File: src/verilog/thermistor_monitor_map.svh
/*
  timing counts and reset values for the thermistor fault monitor.
  assumes a 100 MHz clock.
*/
`ifndef THERMISTOR_MONITOR_MAP_SVH
`define THERMISTOR_MONITOR_MAP_SVH
`define CLK_PERIOD_NS 10
`define SAMPLE_PERIOD_US 100000
`define SAMPLE_PERIOD_CYC ((`SAMPLE_PERIOD_US * 1000) / `CLK_PERIOD_NS)
`define CHECK_TIME_US 100
`define CHECK_TIME_CYC (((`CHECK_TIME_US * 1000) + `CLK_PERIOD_NS - 1) / `CLK_PERIOD_NS)
`define BIAS_TIME_US 100
`define BIAS_TIME_CYC (((`BIAS_TIME_US * 1000) + `CLK_PERIOD_NS - 1) / `CLK_PERIOD_NS)
`define RELEASE_TIME_MS 200
`define RELEASE_TIME_CYC ((`RELEASE_TIME_MS * 1000000) / `CLK_PERIOD_NS)
`define OV_PERIOD_MS 4000
`define OV_PERIOD_CYC ((`OV_PERIOD_MS * 1000000) / `CLK_PERIOD_NS)
`define FILTER_READINGS 8
`define COUNT_RESET 32'h0000_0000
`endif

File: src/verilog/thermistor_monitor_pkg.sv
/*
  types shared by the thermistor fault monitor.
  assumes nothing of its surroundings.
*/
package thermistor_monitor_pkg;
  typedef enum logic [3:0] {
    st_idle = 4'b0001,
    st_check = 4'b0010,
    st_bias = 4'b0100,
    st_shutdown = 4'b1000
  } read_state_t;
  typedef enum logic [2:0] {
    cls_normal = 3'b000,
    cls_hot = 3'b001,
    cls_open = 3'b010,
    cls_short = 3'b100
  } temp_class_t;
endpackage

File: src/verilog/thermistor_fault_monitor.sv
/*
  thermistor supervision: bias pulsing, external source check, fault
  classification, gate control, shutdown and overvoltage sense pulldown.
  assumes analog comparators give levels on pins, and a power-good level.
*/
// Summary of operation
// - bias on only while a reading runs
// - weak sink on during each status check
// - external source present means no bias
// - hot reading turns off both gates
// - near regulator open, near ground short
// - short enters shutdown until charger returns
// - open fault clears after filter time
// - cold acts as open, stays awake
// - pull sense low during overvoltage if enabled
// - pulldown ignores temperature monitor disable
// - charger detect only sampled outside pulldown
// - release 200 ms every 4 s
// - charger sense high means charger, wakes
// - gates off in shutdown or power-up
`timescale 1ns/1ps
`default_nettype none
`include "thermistor_monitor_map.svh"
module thermistor_fault_monitor
  import thermistor_monitor_pkg::*;
#(
  parameter int unsigned SAMPLE_CYC = `SAMPLE_PERIOD_CYC,
  parameter int unsigned RELEASE_CYC = `RELEASE_TIME_CYC,
  parameter int unsigned OV_CYC = `OV_PERIOD_CYC,
  parameter int unsigned CHECK_CYC = `CHECK_TIME_CYC,
  parameter int unsigned BIAS_CYC = `BIAS_TIME_CYC
) (
  input wire logic clk, // system clock
  input wire logic srst, // synchronous reset
  input wire logic power_good, // regulator up, power-up done
  input wire logic ext_pullup_cmp, // sense above external pullup level
  input wire logic hot_cmp, // sense below hot trip level
  input wire logic open_cmp, // sense above open sensor level
  input wire logic short_cmp, // sense below shorted sensor level
  input wire logic charger_sense_cmp, // charger sense above 0.5 V
  input wire logic cell_overvoltage_fault, // overvoltage present
  input wire logic overvoltage_sense_signal_enable, // config bit
  input wire logic temperature_monitor_disable, // config bit
  output logic thermistor_bias_output, // bias supply enable
  output logic weak_sink_enable, // 1 uA sink on sense pin
  output logic sense_pulldown_enable, // hard pulldown on sense pin
  output logic charge_gate_output, // charge gate on
  output logic discharge_gate_output, // discharge gate on
  output logic shutdown_request, // regulator off request
  output logic over_temp_flag, // overtemperature seen
  output logic open_fault_flag, // open or cold seen
  output logic charger_present // charger detected
);
  logic ext_s, hot_s, open_s, short_s, chg_s, pg_s;
  sync2 u_s_ext (.clk(clk), .srst(srst), .async_in(ext_pullup_cmp), .sync_out(ext_s));
  sync2 u_s_hot (.clk(clk), .srst(srst), .async_in(hot_cmp), .sync_out(hot_s));
  sync2 u_s_open (.clk(clk), .srst(srst), .async_in(open_cmp), .sync_out(open_s));
  sync2 u_s_short (.clk(clk), .srst(srst), .async_in(short_cmp), .sync_out(short_s));
  sync2 u_s_chg (.clk(clk), .srst(srst), .async_in(charger_sense_cmp), .sync_out(chg_s));
  sync2 u_s_pg (.clk(clk), .srst(srst), .async_in(power_good), .sync_out(pg_s));

  logic sample_tick, phase_done;
  logic ov_tick, rel_done;
  logic [31:0] phase_limit;
  logic phase_restart;
  interval_timer u_sample (.clk(clk), .srst(srst), .restart(1'b0),
    .limit(SAMPLE_CYC), .done(sample_tick));
  interval_timer u_phase (.clk(clk), .srst(srst), .restart(phase_restart),
    .limit(phase_limit), .done(phase_done));
  interval_timer u_ov (.clk(clk), .srst(srst), .restart(1'b0),
    .limit(OV_CYC), .done(ov_tick));

  read_state_t state_q, state_d;
  temp_class_t class_q, class_d;
  logic ext_q, ext_d;
  logic [3:0] clear_q, clear_d;
  logic [31:0] rel_q, rel_d;
  logic pulling;
  logic chg_prev_q, chg_prev_d, chg_rise;
  logic chg_avail;
  logic bias_d, sink_d, pull_d, cg_d, dg_d, sd_d, hotf_d, openf_d, chp_d;

  // sense pin released for a window each ov period
  always_comb begin
    rel_d = rel_q;
    if (ov_tick) begin
      rel_d = RELEASE_CYC;
    end else if (rel_q != `COUNT_RESET) begin
      rel_d = rel_q - 32'h0000_0001;
    end
  end
  assign rel_done = (rel_q == `COUNT_RESET);
  // pulldown independent of monitor disable
  assign pulling = overvoltage_sense_signal_enable && cell_overvoltage_fault
    && rel_done;
  assign chg_avail = chg_s && !pulling;
  // wake needs a fresh insertion, not a charger already there at the short
  assign chg_rise = chg_avail && !chg_prev_q;

  always_comb begin
    state_d = state_q;
    class_d = class_q;
    ext_d = ext_q;
    clear_d = clear_q;
    chg_prev_d = chg_avail;
    phase_restart = 1'b0;
    phase_limit = CHECK_CYC;
    unique case (state_q)
      st_idle: begin
        if (sample_tick && !temperature_monitor_disable && !pulling) begin
          state_d = st_check;
          phase_restart = 1'b1;
        end
      end
      st_check: begin
        phase_limit = CHECK_CYC;
        if (pulling) begin
          // own pulldown would read as a short, so drop the reading
          state_d = st_idle;
        end else if (phase_done) begin
          ext_d = ext_s;
          if (ext_s) begin
            state_d = st_idle;
          end else begin
            state_d = st_bias;
            phase_restart = 1'b1;
          end
        end
      end
      st_bias: begin
        phase_limit = BIAS_CYC;
        if (pulling || phase_done) begin
          state_d = st_idle;
        end
      end
      st_shutdown: begin
        if (chg_rise) begin
          state_d = st_idle;
          class_d = cls_normal;
        end
      end
      default: state_d = st_idle;
    endcase
    // classify at end of the reading window only
    if (phase_done && !pulling
        && ((state_q == st_check && ext_s) || state_q == st_bias)) begin
      if (short_s) begin
        class_d = cls_short;
        state_d = st_shutdown;
      end else if (open_s) begin
        class_d = cls_open;
        clear_d = 4'h0;
      end else if (class_q == cls_open && clear_q < 4'(`FILTER_READINGS - 1)) begin
        clear_d = clear_q + 4'h1;
      end else if (hot_s) begin
        class_d = cls_hot;
      end else begin
        class_d = cls_normal;
      end
    end
    if (temperature_monitor_disable && state_q != st_shutdown) begin
      class_d = cls_normal;
    end
  end

  always_comb begin
    bias_d = (state_d == st_bias);
    sink_d = (state_d == st_check);
    pull_d = pulling;
    sd_d = (state_d == st_shutdown);
    cg_d = pg_s && !sd_d && (class_d == cls_normal);
    dg_d = cg_d;
    hotf_d = (class_d == cls_hot);
    openf_d = (class_d == cls_open);
    chp_d = pulling ? charger_present : chg_s;
  end

  always_ff @(posedge clk) begin
    if (srst) begin
      state_q <= st_idle;
      class_q <= cls_normal;
      ext_q <= 1'b0;
      clear_q <= 4'h0;
      chg_prev_q <= 1'b0;
      rel_q <= `COUNT_RESET;
      thermistor_bias_output <= 1'b0;
      weak_sink_enable <= 1'b0;
      sense_pulldown_enable <= 1'b0;
      charge_gate_output <= 1'b0;
      discharge_gate_output <= 1'b0;
      shutdown_request <= 1'b0;
      over_temp_flag <= 1'b0;
      open_fault_flag <= 1'b0;
      charger_present <= 1'b0;
    end else begin
      state_q <= state_d;
      class_q <= class_d;
      ext_q <= ext_d;
      clear_q <= clear_d;
      chg_prev_q <= chg_prev_d;
      rel_q <= rel_d;
      thermistor_bias_output <= bias_d;
      weak_sink_enable <= sink_d;
      sense_pulldown_enable <= pull_d;
      charge_gate_output <= cg_d;
      discharge_gate_output <= dg_d;
      shutdown_request <= sd_d;
      over_temp_flag <= hotf_d;
      open_fault_flag <= openf_d;
      charger_present <= chp_d;
    end
  end

  a_bias_only_bias: assert property (@(posedge clk) disable iff (srst)
    thermistor_bias_output |-> $past(state_q) == st_bias || state_q == st_bias)
    else $error("bias on outside reading");
  a_sink_check: assert property (@(posedge clk) disable iff (srst)
    (state_q == st_check) |=> weak_sink_enable || state_q != st_check)
    else $error("sink off during check");
  a_ext_no_bias: assert property (@(posedge clk) disable iff (srst)
    (state_q == st_check && phase_done && ext_s) |=> state_q != st_bias)
    else $error("bias after external source");
  a_hot_gates_off: assert property (@(posedge clk) disable iff (srst)
    (class_q == cls_hot) |-> !charge_gate_output && !discharge_gate_output)
    else $error("gates on while hot");
  a_short_shutdown: assert property (@(posedge clk) disable iff (srst)
    (class_q == cls_short) |-> state_q == st_shutdown)
    else $error("short without shutdown");
  a_shutdown_gates: assert property (@(posedge clk) disable iff (srst)
    shutdown_request |-> !charge_gate_output && !discharge_gate_output)
    else $error("gates on in shutdown");
  a_powerup_gates: assert property (@(posedge clk) disable iff (srst)
    !pg_s |=> !charge_gate_output && !discharge_gate_output)
    else $error("gates on before power good");
  a_wake_charger: assert property (@(posedge clk) disable iff (srst)
    (state_q == st_shutdown && chg_rise) |=> !shutdown_request)
    else $error("no wake on charger insertion");
  a_ov_pulldown: assert property (@(posedge clk) disable iff (srst)
    (overvoltage_sense_signal_enable && cell_overvoltage_fault && rel_done)
    |=> sense_pulldown_enable)
    else $error("no pulldown during overvoltage");
  a_no_read_pulled: assert property (@(posedge clk) disable iff (srst)
    pulling |=> !weak_sink_enable && !thermistor_bias_output)
    else $error("reading while sense pulled low");
  a_release_window: assert property (@(posedge clk) disable iff (srst)
    ov_tick |=> (!pulling) [*5])
    else $error("pulldown during release window");
  a_release_load: assert property (@(posedge clk) disable iff (srst)
    ov_tick |=> rel_q == RELEASE_CYC)
    else $error("release window not loaded");
  a_charger_held: assert property (@(posedge clk) disable iff (srst)
    pulling |=> charger_present == $past(charger_present))
    else $error("charger state moved during pulldown");
  a_open_gates: assert property (@(posedge clk) disable iff (srst)
    (class_q == cls_open) |-> !shutdown_request && !charge_gate_output)
    else $error("open fault caused shutdown or gates on");
  c_open_clear: cover property (@(posedge clk) disable iff (srst) $fell(open_fault_flag));
  c_hot: cover property (@(posedge clk) disable iff (srst) over_temp_flag);
  c_short: cover property (@(posedge clk) disable iff (srst) shutdown_request);
  c_wake: cover property (@(posedge clk) disable iff (srst)
    state_q == st_shutdown ##1 state_q == st_idle);
  c_pull: cover property (@(posedge clk) disable iff (srst) sense_pulldown_enable);
endmodule
`default_nettype wire

File: src/verilog/sync2.sv
/*
  two-flop synchroniser for one asynchronous level.
  assumes input comes from a pin or a comparator output.
*/
`timescale 1ns/1ps
`default_nettype none
module sync2 (
  input wire logic clk, // system clock
  input wire logic srst, // synchronous reset
  input wire logic async_in, // asynchronous level
  output logic sync_out // synchronised level
);
  logic meta_q;
  logic meta_d;
  logic sync_d;
  always_comb begin
    meta_d = async_in;
    sync_d = meta_q;
  end
  always_ff @(posedge clk) begin
    if (srst) begin
      meta_q <= 1'b0;
      sync_out <= 1'b0;
    end else begin
      meta_q <= meta_d;
      sync_out <= sync_d;
    end
  end
endmodule
`default_nettype wire

File: src/verilog/interval_timer.sv
/*
  free counter that pulses done after a settable number of cycles.
  assumes restart is a one-cycle pulse from the same clock.
*/
`timescale 1ns/1ps
`default_nettype none
`include "thermistor_monitor_map.svh"
module interval_timer (
  input wire logic clk, // system clock
  input wire logic srst, // synchronous reset
  input wire logic restart, // reload counter
  input wire logic [31:0] limit, // cycles per interval
  output logic done // one-cycle pulse at end
);
  logic [31:0] count_q;
  logic [31:0] count_d;
  logic done_d;
  always_comb begin
    done_d = 1'b0;
    count_d = count_q + 32'h0000_0001;
    if (restart) begin
      count_d = `COUNT_RESET;
    end else if (count_q >= limit - 32'h0000_0001) begin
      count_d = `COUNT_RESET;
      done_d = 1'b1;
    end
  end
  always_ff @(posedge clk) begin
    if (srst) begin
      count_q <= `COUNT_RESET;
      done <= 1'b0;
    end else begin
      count_q <= count_d;
      done <= done_d;
    end
  end
endmodule
`default_nettype wire

File: config.mk
export PLATFORM = sky130hd
export DESIGN_NAME = thermistor_fault_monitor
export DESIGN_NICKNAME = d
export VERILOG_FILES = /design/src/verilog/thermistor_monitor_pkg.sv /design/src/verilog/thermistor_fault_monitor.sv /design/src/verilog/sync2.sv /design/src/verilog/interval_timer.sv
export VERILOG_INCLUDE_DIRS = /design/src /design/src/verilog
export SDC_FILE = /design/constraint.sdc
export NUM_CORES = 1
export LEC_CHECK = 0
export BUFFER_PORTS_ARGS = -buffer_cell sky130_fd_sc_hd__buf_2
export CORE_ASPECT_RATIO = 1.75
export CORE_MARGIN = 2
export CORE_UTILIZATION = 48
export DETAILED_ROUTE_END_ITERATION = 7
export SETUP_SLACK_MARGIN = 0.15
export SLEW_MARGIN = 20
export SYNTH_ARGS = -nofsm -noshare
export SYNTH_HDL_FRONTEND = slang
export SYNTH_SLANG_ARGS = --single-unit
export TNS_END_PERCENT = 30
File: constraint.sdc
create_clock -name clk -period 5.05 [get_ports clk]
set_input_delay 0 -clock clk [delete_from_list [all_inputs] [get_ports clk]]
set_output_delay 0 -clock clk [all_outputs]
set_load 0.01 [all_outputs]
==> results.yml <==
outcome:
  status: "completed"
timing:
  drv_slew: 0
  rsz0062_at_grt: "false"
  fin_crit_ns: 2.85
  worst_slew_pin_slew_ns: 1.07
  worst_slew_margin_rel_pct: 28.2
  skew_ns: 0.0155
  timing.final.crit_share_pct: 56.4
  finalSetupTns_ns: 0
  hold_slack_ns: 0.0225
  hold_viol_final: 0
  setup_violations: 0
  max_freq_mhz: 351
floorplanning:
  coreArea_um2: 13300
  io_pins: 20
  dieArea_um2: 14500
  start_util_pct: 48.9
  rows: 56
  die_w_um: 92.0
  die_h_um: 158
power:
  p_sw_mw: 1.19
  power.share.switching_pct: 32.7
  internal-power_mw: 2.44
  ir_worst_vdd_mv: 0.289
  pwr-share-comb_pct: 22.9
  power_frac_clock_pct: 34.4
  p_leak_nw: 2.79
  seq_power_share_pct: 42.7
  p_per_area_nw_per_um2: 486
setup_path:
  crit_required_ns: 5.37
  start_kind: "flop"
  criticalPathCategory: "flop to flop"
  end_kind: "flop"
  path_max_fanout: 13
  cp.arrival_ns: 3.17
global_routing:
  track_usage_pct: 17.2
  grt_max_degree: 35
  grt_pass1_vias: 4525
  antenna_found_initial: 0
  grt_pass1_wl_um: 20200
  globalRoute.totalOverflow: 0
logic_synthesis:
  yosys.area_share.simple_pct: 27.1
  yosys.area.top_type_share_pct: 50.1
  synth_mux_area_share_pct: 0.307
  netlist_area_um2: 6510
  synth-edff-count: 0
  yosys.area.top_type: "dfxtp_1"
  synth_area_per_cell_um2: 9.18
  synth_top_family_by_area: "simple AND/OR/NAND/NOR gates"
  yosysSeqAreaShare_pct: 50.1
  ys_top_cells_by_area: "dfxtp_1 50%, nor2_1 7.3%, xor2_1 7.0%"
  synthFlopType: "dfxtp_1"
  synth-warning-count: 0
  yosys.area_share.adder_pct: 1.35
  async_flop_share_pct: 0
  synthDistinctLibCells: 57
  synth_compound_area_share_pct: 6.88
  synthCells: 709
  ys_seq_elements: 163
  synth-xor-area-share_pct: 11.8
worst_hold_path:
  hp-class: "input port to flop"
finish:
  area_delta_synth_final_pct: 14.6
  layout.nets: 770
  final_cell_mix: "163 x dfxtp_1, 126 x nor2_1, 52 x xor2_1"
  fillers: 1169
  final_layout_size_suffix_gt1_share_pct: 9.02
  finalNonFillerCells: 939
  mostFrequentLayoutCell: "dfxtp_1"
  diodes: 0
clock_network:
  ctsHoldBuffers: 6
  cts_sinks: 163
  cts_buffers: 17
  clockRootBuffer: "clkbuf_16"
  cts.reportedPaths.clkPinSlew_ns: 0.07
  clk_latency_ns: 0.43
  htree_levels: 4
  cts_resized: 0
  cts_tree: "done"
  cts_setup_buffers: 0
  cts_buffer_depth: 2
placed_design:
  dp_hpwl_um: 8240
  gp_congestion: 0.805
  dpl.cell_count: 901
  port_buffers: 19
drt:
  via_per_inst: 5.13
  first_iter_violations: 199
  ant_nets: 0
  drt-total-wl_um: 11800
  drt-wirelength-per-cell_um: 12.6
  firstDrtPassIters: 4
  drc_errors: 0
  vias: 4818
run:
  drv_cap: 0
==> critical path: stages, from the launching register on <==
cell and delay, ns:
dfxtp_1 0.37, nor4_4 0.53, and4b_1 0.54, and4_1 0.51, nor2_2 0.10, a211o_1 0.34
a2111oi_2 0.36
==> kinds of logic (layout without fill, tap and decap cells) <==
logic type	count (synthesis)	in the layout
xor gates and xnor gates	88	88
and+or+nand+nor	343	343
buffers and inverters	38	69
DFF	163	163
other	1	26
adders and majority gates	7	7
muxes	2	2
AOI/OAI and AO/OA	67	67
==> routing by layer <==
layer  wire [um]  up-vias  global-route usage [%]
li1            -     2506                       -
met1        5080     2262                    18.5
met2        6250       37                    31.6
met3         278       13                    4.33
met4         195        0                    7.53
met5           0        -                       0
==> power by group through the flow <==
stage	logic (mW)	clock network [mW]	registers (mW)
CTS	0.834	1.28	1.55
detailed placement	0.825	0	1.58
floorplan	0.698	0	1.55
global route	0.944	1.34	1.57
finish	0.831	1.25	1.55
global placement	0.805	0	1.57
==> Yosys cell counts (3+ instances only) <==
cell / n
nor3_1: 15
nand3_1: 32
a21oi_1: 25
nand2_1: 44
a211oi_1: 4
nor2b_1: 15
and2_1: 7
and4_1: 5
o31ai_1: 3
o21ai_0: 10
nor2_1: 126
inv_1: 10
and3_1: 17
xnor2_1: 36
clkbuf_1: 23
or4_1: 3
xor2_1: 52
nor4_1: 16
ha_1: 7
dfxtp_1: 163
o21ba_2: 3
nand4b_1: 3
a211o_1: 3
nand2b_1: 6
nand4_1: 25
a31oi_1: 4
or3_1: 6
nand3b_1: 5
==> layout make-up <==
class	instances	area, um2	share of cell area [%]
inverter	11	41.3	0.553
clock buffer	17	425	5.70
sequential	163	3260	43.7
tap	174	218	2.92
multi-input combinational	533	3190	42.7
clock inverter	15	165	2.21
timing repair buffer	26	163	2.18
==> flip-flops by register name, summed over array words and instances (netlist names), 3 cells and up <==
register,count
rel_q,32
u_ov.count_q,32
u_phase.count_q,32
u_sample.count_q,32
clear_q,4
state_q,4
class_q,3
==> through the flow <==
stage	utilization [%]	instance area (um2)	power [mW]	setup slack [ns]
final	56.1	7460	3.63	2.20
after global routing	56.1	7460	3.85	1.88
after CTS	56.1	7460	3.66	2.19
after detailed placement	51.2	6810	2.40	2.22
after global placement	51.2	6810	2.37	2.30
after floorplan	-	6610	2.25	2.67
==> worst paths after layout <==
| kind | startpoint | end | slack, ns | cells past startpoint |
|---|---|---|---|---|
| hold / removal | cell_overvoltage_fault | sense_pulldown_enable | 0.02 | 4 |
| setup reg to reg | rel_q[4] | discharge_gate_output | 2.20 | 6 |
| setup / recovery | rel_q[4] | discharge_gate_output | 2.20 | 6 |
| hold reg to reg | u_s_short.meta_q | u_s_short.sync_out | 0.44 | 1 |
(Power assumes the default switching activity.)
